$ cat config.mk
export PLATFORM = sky130hd
export DESIGN_NAME = passthrough_i2c_remote_main_ctrl
export DESIGN_NICKNAME = d
export VERILOG_FILES = /design/src/design/ptc_pkg.sv /design/src/design/passthrough_i2c_remote_main_ctrl.sv
export SDC_FILE = /design/constraint.sdc
export NUM_CORES = 1
export LEC_CHECK = 0
export ABC_AREA = 1
export BUFFER_PORTS_ARGS = -buffer_cell sky130_fd_sc_hd__buf_2
export CORE_UTILIZATION = 40
export CTS_BUF_LIST = sky130_fd_sc_hd__clkbuf_16
export DETAILED_ROUTE_END_ITERATION = 10
export PLACE_DENSITY_LB_ADDON = 0.05
export SETUP_SLACK_MARGIN = 0.5
export SYNTH_ARGS = -nofsm -noshare
export SYNTH_HDL_FRONTEND = slang
export SYNTH_SLANG_ARGS = --single-unit
export TNS_END_PERCENT = 100
$ cat constraint.sdc
create_clock -name i_clk -period 105.8 [get_ports i_clk]
set_input_delay 5.29 -clock i_clk [delete_from_list [all_inputs] [get_ports i_clk]]
set_output_delay 5.29 -clock i_clk [all_outputs]
set_load 0.005 [all_outputs]
$ cat src/design/ptc_pkg.sv
// Purpose: Shared constants and types for the pass-through I2C remote main control block
// Assumes: 200 MHz system clock, AXI4-Lite register access with 32-bit data
// Notes:   Register words sit at aligned byte addresses; unused bits read as zero
package ptc_pkg;

  // Clock and time base
  localparam int CLK_HZ        = 200_000_000;
  localparam int CLK_PERIOD_NS = 5;

  // Bit rates of the remote main, one per rate code
  localparam int RATE_BPS [8] = '{9_920, 33_200, 99_200, 123_000, 203_000, 397_000, 625_000, 980_000};

  // Time-out base durations
  localparam int TO_16US_NS  = 16_000;
  localparam int TO_1MS_NS   = 1_000_000;
  localparam int TO_16US_CYC = TO_16US_NS / CLK_PERIOD_NS;
  localparam int TO_1MS_CYC  = TO_1MS_NS / CLK_PERIOD_NS;
  localparam int HALF0_CYC   = (CLK_HZ + 2 * RATE_BPS[0] - 1) / (2 * RATE_BPS[0]);
  localparam logic [2:0] TO_DISABLED = 3'h7;

  // Register byte offsets
  localparam logic [7:0] ADDR_MAIN_CFG   = 8'h00;
  localparam logic [7:0] ADDR_ROUTE      = 8'h04;
  localparam logic [7:0] ADDR_STATUS     = 8'h08;
  localparam logic [7:0] ADDR_IRQ_STATUS = 8'h0c;
  localparam logic [7:0] ADDR_IRQ_MASK   = 8'h10;

  // Field positions, main configuration word
  localparam int CFG_RATE_LSB = 0;
  localparam int CFG_DBL_BIT  = 3;
  localparam int CFG_TO_LSB   = 4;
  // Field positions, routing word
  localparam int RT_SWAP_BIT  = 0;
  localparam int RT_XOVER_LSB = 1;
  localparam int RT_EN_LSB    = 3;

  // Values after reset
  localparam logic [2:0] RATE_RST   = 3'h0;
  localparam logic [2:0] TO_SEL_RST = 3'h1;
  localparam logic [3:0] MASK_RST   = 4'h0;

  // AXI responses
  localparam logic [1:0] RESP_OKAY   = 2'h0;
  localparam logic [1:0] RESP_SLVERR = 2'h2;

  // One open-drain line pair
  typedef struct packed {
    logic sda;
    logic scl;
  } i2c_line_type;

  // Per-channel events from the link packet engine
  typedef struct packed {
    logic wait_resp;
    logic ack_valid;
    logic ack_bit;
    logic pkt_end;
  } link_evt_type;

  // Time-out watcher states, Gray along idle-count-expired
  typedef enum logic [1:0] {
    TO_IDLE    = 2'b00,
    TO_COUNT   = 2'b01,
    TO_EXPIRED = 2'b11
  } to_state_type;

endpackage

$ cat src/design/passthrough_i2c_remote_main_ctrl.sv
// Purpose: Remote main rate/time-out control, per-channel status, pin exchange and crossover
// Assumes: Link inputs are asynchronous; ack and packet-end events are taken on rising edges of the link clock
// Notes:   Rate, time-out, status, exchange and crossover; rules follow
//
// The address map and the AXI4-Lite interface to the registers were left to the implementer.
`timescale 1ns/100ps
`default_nettype none

module passthrough_i2c_remote_main_ctrl #(
  parameter int RATE0_HALF_CYC = ptc_pkg::HALF0_CYC,
  parameter int TO_1MS_CYCLES  = ptc_pkg::TO_1MS_CYC
) (
  // Clock, reset, enable
  input  wire logic                          i_clk,
  input  wire logic                          i_reset,
  input  wire logic                          i_ce,
  // AXI4-Lite write
  input  wire logic                          i_axi_awvalid,
  output logic                               o_axi_awready,
  input  wire logic [7:0]                    i_axi_awaddr,
  input  wire logic                          i_axi_wvalid,
  output logic                               o_axi_wready,
  input  wire logic [31:0]                   i_axi_wdata,
  input  wire logic [3:0]                    i_axi_wstrb,
  output logic                               o_axi_bvalid,
  input  wire logic                          i_axi_bready,
  output logic [1:0]                         o_axi_bresp,
  // AXI4-Lite read
  input  wire logic                          i_axi_arvalid,
  output logic                               o_axi_arready,
  input  wire logic [7:0]                    i_axi_araddr,
  output logic                               o_axi_rvalid,
  input  wire logic                          i_axi_rready,
  output logic [31:0]                        o_axi_rdata,
  output logic [1:0]                         o_axi_rresp,
  // Link side
  input  wire logic                          i_link_clk,
  input  wire ptc_pkg::link_evt_type [1:0]   i_link_evt,
  // Pass-through pins
  input  wire ptc_pkg::i2c_line_type [1:0]   i_pin,
  output ptc_pkg::i2c_line_type [1:0]        o_pin_out,
  output ptc_pkg::i2c_line_type [1:0]        o_pin_oe_n,
  // Control channel lines
  input  wire ptc_pkg::i2c_line_type         i_cc_line,
  output ptc_pkg::i2c_line_type              o_cc_drive_n,
  // Internal channel main side
  input  wire ptc_pkg::i2c_line_type [1:0]   i_chan_drive_n,
  output ptc_pkg::i2c_line_type [1:0]        o_chan_line,
  // Remote main timing and events
  output logic                               o_main_bit_tick,
  output logic [1:0]                         o_bus_release,
  output logic                               o_irq
);

  ////////////////////////////////////////////////////////////////////////////
  // Functions

  // Half bit period in clock cycles for a rate code
  function automatic logic [14:0] half_base(input logic [2:0] code);
    int bps;
    bps = ptc_pkg::RATE_BPS[code];
    if (code == 3'h0) begin
      half_base = 15'(RATE0_HALF_CYC);
    end else begin
      half_base = 15'((ptc_pkg::CLK_HZ + 2 * bps - 1) / (2 * bps));
    end
  endfunction

  // Time-out length in cycles for a selection code
  function automatic logic [22:0] to_limit(input logic [2:0] sel);
    if (sel == 3'h0) begin
      to_limit = 23'(ptc_pkg::TO_16US_CYC);
    end else begin
      to_limit = 23'(TO_1MS_CYCLES) << (sel - 3'h1);
    end
  endfunction

  // True for any mapped register word
  function automatic logic addr_known(input logic [7:0] a);
    logic [7:0] w;
    w = {a[7:2], 2'b00};
    addr_known = (w == ptc_pkg::ADDR_MAIN_CFG) || (w == ptc_pkg::ADDR_ROUTE) ||
                 (w == ptc_pkg::ADDR_STATUS) || (w == ptc_pkg::ADDR_IRQ_STATUS) ||
                 (w == ptc_pkg::ADDR_IRQ_MASK);
  endfunction

  ////////////////////////////////////////////////////////////////////////////
  // Declarations

  logic [2:0]                  rate_code;    // Remote main rate code
  logic                        rate_double;  // Remote main rate doubling
  logic [2:0]                  to_sel;       // Remote main time-out select
  logic                        exchange;     // Pin exchange
  logic [1:0]                  xover;        // Crossover per channel
  logic [1:0]                  pt_en;        // Channel enable
  logic [1:0]                  ack_inv;      // Inverted last acknowledge
  logic [1:0]                  ack_seen;     // Any acknowledge in last packet
  logic [1:0]                  to_flag;      // Time-out occurred
  logic [3:0]                  irq_status;   // Sticky events
  logic [3:0]                  irq_mask;     // Event enables
  logic [1:0]                  acc_seen;     // Acknowledge seen, packet in flight
  logic [1:0]                  acc_inv;      // Inverted last acknowledge in flight
  logic                        lclk_s1;      // Link clock synchroniser
  logic                        lclk_s2;
  logic                        lclk_s3;
  ptc_pkg::link_evt_type [1:0] evt_s1;       // Link event synchroniser
  ptc_pkg::link_evt_type [1:0] evt_s2;
  ptc_pkg::i2c_line_type [1:0] pin_s1;       // Pin synchroniser
  ptc_pkg::i2c_line_type [1:0] pin_s2;
  ptc_pkg::i2c_line_type       cc_s1;        // Control channel synchroniser
  ptc_pkg::i2c_line_type       cc_s2;
  ptc_pkg::to_state_type       to_state [2]; // Time-out watcher per channel
  logic [22:0]                 to_cnt [2];
  logic [14:0]                 rate_cnt;     // Bit-rate divider
  logic [7:0]                  aw_addr;      // Held write address
  logic [31:0]                 w_data;       // Held write data
  logic [3:0]                  w_strb;

  ////////////////////////////////////////////////////////////////////////////
  // Decode and selection

  // Remote main rate; only this main sees the code, the local subordinate has its own
  wire  [14:0] half_raw  = half_base(rate_code);
  wire  [14:0] half_sel  = rate_double ? (half_raw >> 1) : half_raw;
  wire         rate_wrap = (rate_cnt == 15'h0);
  wire  [22:0] to_lim    = to_limit(to_sel);

  // Link edge found by the system clock; the first stage feeds only the second
  wire         link_edge = lclk_s2 & ~lclk_s3;
  wire  [1:0]  ack_ev    = {link_edge & evt_s2[1].ack_valid, link_edge & evt_s2[0].ack_valid};
  wire  [1:0]  end_ev    = {link_edge & evt_s2[1].pkt_end, link_edge & evt_s2[0].pkt_end};
  wire  [1:0]  waiting   = {evt_s2[1].wait_resp, evt_s2[0].wait_resp};

  // Time-out fires on the last counted cycle of a live wait
  wire  [1:0]  to_fire;
  wire  [1:0]  expired;
  assign to_fire[0] = (to_state[0] == ptc_pkg::TO_COUNT) && waiting[0] &&
                      (to_sel != ptc_pkg::TO_DISABLED) && (to_cnt[0] >= to_lim - 23'h1);
  assign to_fire[1] = (to_state[1] == ptc_pkg::TO_COUNT) && waiting[1] &&
                      (to_sel != ptc_pkg::TO_DISABLED) && (to_cnt[1] >= to_lim - 23'h1);
  assign expired    = {to_state[1] == ptc_pkg::TO_EXPIRED, to_state[0] == ptc_pkg::TO_EXPIRED};

  // Channel drive gating: disabled or timed-out channels let go of the lines
  wire  [1:0]  gate  = ~pt_en | expired;
  ptc_pkg::i2c_line_type [1:0] pin_n;
  ptc_pkg::i2c_line_type [1:0] cc_n;
  assign pin_n[0] = i_chan_drive_n[0] | {2{gate[0] | xover[0]}};
  assign pin_n[1] = i_chan_drive_n[1] | {2{gate[1] | xover[1]}};
  assign cc_n[0]  = i_chan_drive_n[0] | {2{gate[0] | ~xover[0]}};
  assign cc_n[1]  = i_chan_drive_n[1] | {2{gate[1] | ~xover[1]}};

  // Pin exchange; plain open-drain pass, no arbitration since one main owns each bus
  ptc_pkg::i2c_line_type [1:0] next_pin_oe_n;
  ptc_pkg::i2c_line_type [1:0] chan_pin;
  ptc_pkg::i2c_line_type [1:0] next_chan_line;
  assign next_pin_oe_n[0] = exchange ? pin_n[1] : pin_n[0];
  assign next_pin_oe_n[1] = exchange ? pin_n[0] : pin_n[1];
  assign chan_pin[0]      = exchange ? pin_s2[1] : pin_s2[0];
  assign chan_pin[1]      = exchange ? pin_s2[0] : pin_s2[1];
  assign next_chan_line[0] = xover[0] ? cc_s2 : chan_pin[0];
  assign next_chan_line[1] = xover[1] ? cc_s2 : chan_pin[1];
  wire ptc_pkg::i2c_line_type next_cc_drive_n = cc_n[0] & cc_n[1];

  // Register bus decode
  wire         ar_fire  = i_axi_arvalid & o_axi_arready;
  wire         aw_fire  = i_axi_awvalid & o_axi_awready;
  wire         w_fire   = i_axi_wvalid & o_axi_wready;
  wire         wr_go    = ~o_axi_awready & ~o_axi_wready & ~o_axi_bvalid;
  wire  [7:0]  aw_word  = {aw_addr[7:2], 2'b00};
  wire  [7:0]  ar_word  = {i_axi_araddr[7:2], 2'b00};
  wire         wr_byte0 = wr_go & w_strb[0];
  wire         wr_cfg   = wr_byte0 && (aw_word == ptc_pkg::ADDR_MAIN_CFG);
  wire         wr_route = wr_byte0 && (aw_word == ptc_pkg::ADDR_ROUTE);
  wire         wr_mask  = wr_byte0 && (aw_word == ptc_pkg::ADDR_IRQ_MASK);
  wire         rd_clear = ar_fire && (ar_word == ptc_pkg::ADDR_IRQ_STATUS);

  // Read words; layouts follow the package field positions
  wire  [31:0] cfg_word    = {25'h0, to_sel, rate_double, rate_code};
  wire  [31:0] route_word  = {27'h0, pt_en, xover, exchange};
  wire  [31:0] status_word = {25'h0, to_flag[1], ack_seen[1], ack_inv[1], 1'b0,
                              to_flag[0], ack_seen[0], ack_inv[0]};
  wire  [31:0] rd_word =
    (ar_word == ptc_pkg::ADDR_MAIN_CFG)   ? cfg_word :
    (ar_word == ptc_pkg::ADDR_ROUTE)      ? route_word :
    (ar_word == ptc_pkg::ADDR_STATUS)     ? status_word :
    (ar_word == ptc_pkg::ADDR_IRQ_STATUS) ? {28'h0, irq_status} :
    (ar_word == ptc_pkg::ADDR_IRQ_MASK)   ? {28'h0, irq_mask} : 32'h0;

  ////////////////////////////////////////////////////////////////////////////
  // Synchronisers

  // Two stages for every outside input; edge detect reads only the second and third
  always_ff @(posedge i_clk or posedge i_reset) begin
    if (i_reset) begin
      {lclk_s1, lclk_s2, lclk_s3} <= 3'h0;
      evt_s1 <= '0;
      evt_s2 <= '0;
      pin_s1 <= '1;
      pin_s2 <= '1;
      cc_s1  <= '1;
      cc_s2  <= '1;
    end else if (i_ce) begin
      {lclk_s3, lclk_s2, lclk_s1} <= {lclk_s2, lclk_s1, i_link_clk};
      evt_s1 <= i_link_evt;
      evt_s2 <= evt_s1;
      pin_s1 <= i_pin;
      pin_s2 <= pin_s1;
      cc_s1  <= i_cc_line;
      cc_s2  <= cc_s1;
    end
  end

  ////////////////////////////////////////////////////////////////////////////
  // Remote main bit clock

  // Divider reloads at each wrap; a code change lands at the next wrap
  always_ff @(posedge i_clk or posedge i_reset) begin
    if (i_reset) begin
      rate_cnt        <= 15'h0;
      o_main_bit_tick <= 1'b0;
    end else if (i_ce) begin
      rate_cnt        <= rate_wrap ? half_sel - 15'h1 : rate_cnt - 15'h1;
      o_main_bit_tick <= rate_wrap;
    end
  end

  ////////////////////////////////////////////////////////////////////////////
  // Response time-out watchers, one per channel

  // Counting stops when the response ends the wait; disabled code just holds
  always_ff @(posedge i_clk or posedge i_reset) begin
    if (i_reset) begin
      for (int c = 0; c < 2; c++) begin
        to_state[c] <= ptc_pkg::TO_IDLE;
        to_cnt[c]   <= 23'h0;
      end
      o_bus_release <= 2'h0;
    end else if (i_ce) begin
      o_bus_release <= to_fire;
      for (int c = 0; c < 2; c++) begin
        case (to_state[c])
          ptc_pkg::TO_IDLE: begin
            to_cnt[c] <= 23'h0;
            if (waiting[c]) begin
              to_state[c] <= ptc_pkg::TO_COUNT;
            end
          end
          ptc_pkg::TO_COUNT: begin
            if (!waiting[c]) begin
              to_state[c] <= ptc_pkg::TO_IDLE;
            end else if (to_fire[c]) begin
              to_state[c] <= ptc_pkg::TO_EXPIRED;
            end else if (to_sel != ptc_pkg::TO_DISABLED) begin
              to_cnt[c] <= to_cnt[c] + 23'h1;
            end
          end
          ptc_pkg::TO_EXPIRED: begin
            if (!waiting[c]) begin
              to_state[c] <= ptc_pkg::TO_IDLE;
            end
          end
          default: begin
            to_state[c] <= ptc_pkg::TO_IDLE;
          end
        endcase
      end
    end
  end

  ////////////////////////////////////////////////////////////////////////////
  // Per-channel status

  // Acknowledges gather during a packet and publish at its end
  always_ff @(posedge i_clk or posedge i_reset) begin
    if (i_reset) begin
      {acc_seen, acc_inv, ack_seen, ack_inv, to_flag} <= 10'h0;
    end else if (i_ce) begin
      for (int c = 0; c < 2; c++) begin
        if (ack_ev[c]) begin
          acc_seen[c] <= 1'b1;
          acc_inv[c]  <= ~evt_s2[c].ack_bit;
        end
        if (end_ev[c]) begin
          ack_seen[c] <= acc_seen[c] | ack_ev[c];
          ack_inv[c]  <= ack_ev[c] ? ~evt_s2[c].ack_bit : acc_inv[c];
          acc_seen[c] <= 1'b0;
        end
        // A new wait clears the old time-out; the firing cycle wins
        if (to_fire[c]) begin
          to_flag[c] <= 1'b1;
        end else if (to_state[c] == ptc_pkg::TO_IDLE && waiting[c]) begin
          to_flag[c] <= 1'b0;
        end
      end
    end
  end

  ////////////////////////////////////////////////////////////////////////////
  // Software registers and interrupt

  // Status word has no write path at all, so writes there change nothing
  always_ff @(posedge i_clk or posedge i_reset) begin
    if (i_reset) begin
      rate_code   <= ptc_pkg::RATE_RST;
      rate_double <= 1'b0;
      to_sel      <= ptc_pkg::TO_SEL_RST;
      {pt_en, xover, exchange} <= 5'h0;
      irq_mask    <= ptc_pkg::MASK_RST;
      irq_status  <= 4'h0;
      o_irq       <= 1'b0;
    end else if (i_ce) begin
      if (wr_cfg) begin
        rate_code   <= w_data[ptc_pkg::CFG_RATE_LSB +: 3];
        rate_double <= w_data[ptc_pkg::CFG_DBL_BIT];
        to_sel      <= w_data[ptc_pkg::CFG_TO_LSB +: 3];
      end
      if (wr_route) begin
        exchange <= w_data[ptc_pkg::RT_SWAP_BIT];
        xover    <= w_data[ptc_pkg::RT_XOVER_LSB +: 2];
        pt_en    <= w_data[ptc_pkg::RT_EN_LSB +: 2];
      end
      if (wr_mask) begin
        irq_mask <= w_data[3:0];
      end
      // Set beats the read-clear in the same cycle
      irq_status <= (irq_status & ~{4{rd_clear}}) | {end_ev, to_fire};
      o_irq      <= |(irq_status & irq_mask);
    end
  end

  ////////////////////////////////////////////////////////////////////////////
  // AXI4-Lite handshakes

  // One write and one read in flight; address and data accepted in either order
  always_ff @(posedge i_clk or posedge i_reset) begin
    if (i_reset) begin
      {o_axi_awready, o_axi_wready, o_axi_arready} <= 3'h7;
      {o_axi_bvalid, o_axi_rvalid} <= 2'h0;
      o_axi_bresp <= ptc_pkg::RESP_OKAY;
      o_axi_rresp <= ptc_pkg::RESP_OKAY;
      o_axi_rdata <= 32'h0;
      aw_addr     <= 8'h0;
      w_data      <= 32'h0;
      w_strb      <= 4'h0;
    end else if (i_ce) begin
      if (aw_fire) begin
        o_axi_awready <= 1'b0;
        aw_addr       <= i_axi_awaddr;
      end
      if (w_fire) begin
        o_axi_wready <= 1'b0;
        w_data       <= i_axi_wdata;
        w_strb       <= i_axi_wstrb;
      end
      if (wr_go) begin
        o_axi_bvalid <= 1'b1;
        o_axi_bresp  <= addr_known(aw_addr) ? ptc_pkg::RESP_OKAY : ptc_pkg::RESP_SLVERR;
      end else if (o_axi_bvalid && i_axi_bready) begin
        o_axi_bvalid  <= 1'b0;
        o_axi_awready <= 1'b1;
        o_axi_wready  <= 1'b1;
      end
      if (ar_fire) begin
        o_axi_arready <= 1'b0;
        o_axi_rvalid  <= 1'b1;
        o_axi_rdata   <= rd_word;
        o_axi_rresp   <= addr_known(i_axi_araddr) ? ptc_pkg::RESP_OKAY : ptc_pkg::RESP_SLVERR;
      end else if (o_axi_rvalid && i_axi_rready) begin
        o_axi_rvalid  <= 1'b0;
        o_axi_arready <= 1'b1;
      end
    end
  end

  ////////////////////////////////////////////////////////////////////////////
  // Pin and channel outputs

  // Registered so every pin change is glitch-free; open-drain drives low only
  always_ff @(posedge i_clk or posedge i_reset) begin
    if (i_reset) begin
      o_pin_out    <= '0;
      o_pin_oe_n   <= '1;
      o_cc_drive_n <= '1;
      o_chan_line  <= '1;
    end else if (i_ce) begin
      o_pin_out    <= '0;
      o_pin_oe_n   <= next_pin_oe_n;
      o_cc_drive_n <= next_cc_drive_n;
      o_chan_line  <= next_chan_line;
    end
  end
endmodule

`default_nettype wire

Word level (Yosys, flattened, before mapping)
Memories as Yosys holds them, arrays and structs flattened.
Cells that the tools add are included.

operators by class
  div/mod/pow operators = 1
  shift-type cells = 1
  $mul = 0
  equal/unequal tests = 25
  reductions and logical operators = 59
  $add $sub $neg = 8
  $lt $le $gt $ge = 3
  mux-type cells = 59
  bitwise gates (word level) = 37

operators by type and width
  operator                  count
  $mux W23                  7
  $pmux W23 S2              2
  $mux W31                  2
  $add A23 B1 Y23 const B   2
  $ge A23 B23 Y1            2
  $mux W15                  3
  $add A29 B32 Y32 const A  1
  $div A32 B32 Y32          1
  $mux W2                   16
  $sub A32 B2 Y32 const B   1
  $reduce_and A2 Y1         15
  $sub A15 B1 Y15 const B   2
  $eq A6 B2 Y1 const B      4
  $shl A18 B3 Y23 const A   1
  $sub A23 B1 Y23 const B   1
  $mux W1                   22
  $mux W7                   3
  $logic_not A8 Y1          2
  $ne A2 B2 Y1 const B      8
  $reduce_bool A2 Y1        8
  $logic_not A15 Y1         1
  $logic_and A1 B1 Y1       14
  $eq A6 B1 Y1 const B      2
  $eq A6 B3 Y1 const B      2
  other kinds (25)          71

word-level totals
  memories = 1
  register bits after elaboration = 197
  RAM bits = 0
  input port bits = 79
  bits in read-only memories = 256
  latch bits = 0
  output and inout port bits = 59

memory list
  name              words  bits a word  rd ports  clocked after Yosys merged registers in  write ports  line                                    RTL
  (name not given)  8      32           1         0                                        0            passthrough_i2c_remote_main_ctrl.sv:61  bps = ptc_pkg::RATE_BPS[code];

Depth between registers and ports, before layout
  word-level depth = 11
  depth in mapped cells = 343

Worst setup path before layout
OpenSTA, ideal clock, no wires.

  kind = register to register
  from = register rate_code[0]
  to = register rate_cnt[10]
  buffers on the path = 30
  setup time = 0.126 ns
  required time = 105.674 ns
  stages on the path, launching flop included = 311
  period minus slack after synthesis = 40.005 ns
  slack = 65.795 ns
  arrival time = 39.879 ns
  cells stage by stage = dfrtp_1 > ha_1 > buf_6 > nor2_1 > inv_1 > o21ai_2 > inv_1 > ha_1 > o21ai_0 > nand2_1 > nand3_1 > nand2_2 > nand2_2 > nand2_1 > and2_2 > inv_2 > nor2_1 > nor2_4 > (+275 left out) > nand2_1 > a21oi_1 > nand4_1 > nor2_1 > nand2_1 > nor2_2 > nand2_2 > a21oi_4 > ha_1 > inv_1 > nor2_1 > inv_1 > nor2_1 > inv_1 > nor2_1 > inv_1 > o21ai_0 > a21oi_1

on the way
  cells in the longest elaborated chain, start to end = 11
  elaborated cells on any way between the ends = 12
  classes of those cells = add/sub (3); div (1); mux (5); bitwise (1); reduce/logical (1); memory (1)

ends and longest elaborated chain
  element                                      line                                     RTL
  start: declaration                           passthrough_i2c_remote_main_ctrl.sv:90   logic [2:0] rate_code;
  start signal: assignment                     passthrough_i2c_remote_main_ctrl.sv:304  rate_code <= ptc_pkg::RATE_RST;
  start signal: assignment                     passthrough_i2c_remote_main_ctrl.sv:313  rate_code <= w_data[ptc_pkg::CFG_RATE_LSB +: 3];
  $not A3 Y4 (implied by the code)             passthrough_i2c_remote_main_ctrl.sv:61
  $mem_v2 Z8 W32                               n/a
  $mux W31 (implied by the code) (2 in a row)  passthrough_i2c_remote_main_ctrl.sv:61
  $add A29 B32 Y32                             passthrough_i2c_remote_main_ctrl.sv:65   half_base = 15'((ptc_pkg::CLK_HZ + 2 * bps - 1) / (2 * bps));
  $sub A32 B2 Y32                              passthrough_i2c_remote_main_ctrl.sv:65
  $div A32 B32 Y32                             passthrough_i2c_remote_main_ctrl.sv:65
  $mux W15 (*)                                 passthrough_i2c_remote_main_ctrl.sv:62   if (code == 3'h0) begin
  $mux W15 (*)                                 passthrough_i2c_remote_main_ctrl.sv:124  wire [14:0] half_sel = rate_double ? (half_raw >> 1) : half_raw;
  $sub A15 B1 Y15 (*)                          passthrough_i2c_remote_main_ctrl.sv:222  rate_cnt <= rate_wrap ? half_sel - 15'h1 : rate_cnt - 15'h1;
  $mux W15 (*)                                 passthrough_i2c_remote_main_ctrl.sv:222
  end signal: assignment                       passthrough_i2c_remote_main_ctrl.sv:222
  end: declaration                             passthrough_i2c_remote_main_ctrl.sv:114  logic [14:0] rate_cnt;

Mark *: on every way between the ends. The rest lies on a longest branch, timed or not. The select of a mux whose other input is x is not followed.
A chain may end at the register's enable or synchronous reset.

Worst setup path in the final report
  from = register rate_code[2]
  to = register rate_cnt[10]

Same word-level chain as after synthesis.

==> impl_metrics.ini <==
[synthesis]
synthFlopType = dfrtp_1
synth_edf_count = 0
synth_seq_cells = 168
syn-mean-instance-area_um2 = 6.18
netlist_area_um2 = 31900
yosysSeqAreaShare_pct = 13.3
ys_types = 92
synth_warnings = 0
synthArstFlopShare_pct = 100
syn_inst = 5163

[timing]
rsz0062_at_grt = false
finalSetupViolations = 0
finalHoldViolCount = 0
fin_crit_sh_pct = 48.9
slew_headroom_pct = 26.9
tightest_slew_ps = 1090
final.setup.tns_ps = 0
skew_ps = 14.7
layout_min_cycle_time_ps = 51720
fmax_mhz = 19.3
maxSlewViolCount = 0

[grt]
grt_pass1_wl_mm = 185
gr-usage-met3_pct = 3.34
grt_usage_pct = 29.3
use_met2_pct = 47.0
use_met1_pct = 41.4
grt_max_degree = 93
grt_antenna_before_repair = 1
overflow = 0
grt_pass1_vias = 31400
top_usage_layer = met2

[detailed_routing]
wl_per_cell_um = 19.3
vias_per_cell = 5.37
ant_nets = 0
drt_iter0_markers = 2490
drc = 0
vias = 33600
drtPass1Iterations = 6
wl_mm = 121

[clock_tree]
cts_num_sinks = 168
cts_root_buf = clkbuf_16
cts_resized = 0
cts_tree = yes
clk_latency_ps = 450
ctsHoldBuffers = 0
cts_buffers = 17
h-tree-depth = 4
post_cts_buffers = 0
clkTransAtPathRegs_ps = 70
clock_path_buffers = 2

[placed_design]
port_buffers = 74
place_congestion = 0.972
dp_hpwl_mm = 93.6
placed_cell_area_um2 = 32800
dpl.cell_count = 6222

[die]
io_pins = 138
initial_core_util_pct = 40.4
core_area_um2 = 79000
die_y_um = 285
dieArea_um2 = 80900
dieWidth_um = 285
rows = 103

[critical_path]
cp.arrival_ps = 52030
end_kind = register
cp_max_fo = 33
crit_path_start_kind = register
path_class = register to register
crit_required_ps = 106120
cpMostUsedCell = nand2_1
slowest_stage = a21oi_2
max_stage_delay_ps = 800

[run]
drv_cap = 0

[cells_and_area]
stdcell_area_um2 = 33400
num-fill-cells = 8788
nets = 5574
drive_gt1_share_pct = 12.0
syn2layout_area_growth_pct = 4.61
instances_no_fill = 6255

[min_path]
hp-class = register to register

[run_status]
status = finished clean
-- layout by cell type, fill, tap and decap left out, drive strengths merged, types with 6 or more instances in the layout --
cell / netlist / routed
nor3: 104 / 104
a31oi: 27 / 27
or2: 34 / 34
o31ai: 7 / 7
xnor2: 70 / 70
o211ai: 22 / 22
o21ai: 363 / 363
o21a: 19 / 19
a21oi: 303 / 303
nand3b: 14 / 14
conb: 2 / 35
o2111ai: 10 / 10
buf: 82 / 124
a211oi: 24 / 24
a221oi: 9 / 9
o21bai: 21 / 21
nor4: 18 / 18
clkinv: 18 / 21
nand3: 431 / 431
and2: 7 / 7
dfstp: 26 / 26
and3: 7 / 7
nor2: 510 / 510
nand4: 115 / 115
ha: 304 / 304
o221ai: 6 / 6
a21o: 8 / 8
nand2: 1488 / 1488
a22oi: 9 / 9
inv: 713 / 720
dfrtp: 142 / 142
clkbuf: 65 / 21
xor2: 133 / 133
-- worst max-delay path: cells and delay by family (launching register included) --
| kind | cells | cell delay [ps] |
|---|---|---|
| and+or+nand+nor | 146 | 20720 |
| DFF | 1 | 400 |
| xor gates and xnor gates | 2 | 230 |
| adders and majority gates | 26 | 8280 |
| buffers and inverters | 43 | 5980 |
| AOI/OAI and AO/OA | 61 | 15720 |
-- state kept, by name, indices dropped and copies added, names as in the netlist, 3 cells and up --
register,cells
pin_s1,4
evt_s1,8
to_sel,3
irq_mask,4
pin_s2,4
irq_status,4
o_chan_line,4
aw_addr,6
rate_code,3
rate_cnt,15
to_state,4
evt_s2,8
o_axi_rdata,7
w_data,7
to_cnt,46
o_pin_oe_n,4
-- through the flow --
stage,worst slack (ps),utilization [%],hold slack [ps]
2_1_floorplan,65800,-,442
3_3_place_gp,55000,41.5,455
3_5_place_dp,54990,41.5,460
4_1_cts,54890,42.3,470
5_1_grt,49990,42.3,479
6_report,54080,42.3,469
-- cell usage after synthesis, types with 15 or more instances --
cell type / number / area share [%]
inv_2: 29 / 0.34
or2_2: 30 / 0.59
xor2_1: 131 / 3.6
nand3_2: 62 / 1.9
nor3_1: 100 / 1.6
buf_4: 44 / 1.0
nor4_1: 18 / 0.35
o21ai_2: 15 / 0.41
buf_6: 32 / 1.1
nand2_4: 33 / 1.2
clkbuf_8: 41 / 1.8
inv_1: 676 / 7.9
nor2_2: 34 / 0.67
dfrtp_1: 142 / 11
clkinv_1: 16 / 0.19
nand2_1: 1306 / 15
o21ai_1: 24 / 0.38
a31oi_1: 27 / 0.53
xnor2_1: 70 / 1.9
o21bai_1: 21 / 0.49
dfstp_2: 26 / 2.1
a211oi_1: 23 / 0.54
a21oi_1: 288 / 4.5
nand3_1: 365 / 5.7
nand4_1: 109 / 2.1
o211ai_1: 20 / 0.47
nand2_2: 148 / 2.9
clkbuf_1: 22 / 0.26
o21a_1: 18 / 0.42
ha_1: 304 / 12
nor2_1: 461 / 5.4
o21ai_0: 322 / 5.0
-- cell type report --
type | count | area, um^2 | share of cell area (%)
clock inverter | 11 | 118 | 0.352
timing repair buffer | 124 | 746 | 2.23
multi-input combinational | 4148 | 23700 | 70.9
sequential | 168 | 4240 | 12.7
antenna | 1 | 2.50 | 0.00749
inverter | 732 | 2780 | 8.33
tap | 1050 | 1310 | 3.93
clock buffer | 21 | 526 | 1.57
-- layer usage --
metal / vias to the layer above / wire length, um
li1: 17000 / -
met1: 15400 / 57200
met2: 990 / 52400
met3: 156 / 7690
met4: 0 / 3260
met5: - / 0
-- kinds of logic (layout without fill, tap and decap cells) --
logic type	count (synthesis)	after routing	synth area share, %
AND/OR/NAND/NOR	2734	2734	39.9
AO/OA/AOI/OAI	867	867	15.9
other	2	36	0.0235
multiplexers	5	5	0.172
XOR/XNOR	203	203	5.69
buffers and inverters	880	888	13.1
flip-flops	168	168	13.3
adder cells (fa/ha/maj)	304	304	11.9
-- final timing paths --
check	startpoint	endpoint	slack (ps)	depth (start not counted)
min in group asynchronous	i_reset	to_cnt[44]	5010	2
setup / recovery	rate_code[2]	rate_cnt[10]	54080	278
hold reg to reg	o_cc_drive_n[1]	o_cc_drive_n[1]	470	2
hold / removal	o_cc_drive_n[1]	o_cc_drive_n[1]	470	2
setup reg to reg	rate_code[2]	rate_cnt[10]	54080	278
max in group asynchronous	i_reset	rate_cnt[12]	99270	3
Power is not shown: default switching activity piles up to over one toggle a cycle in this logic, so the estimate is an artifact.
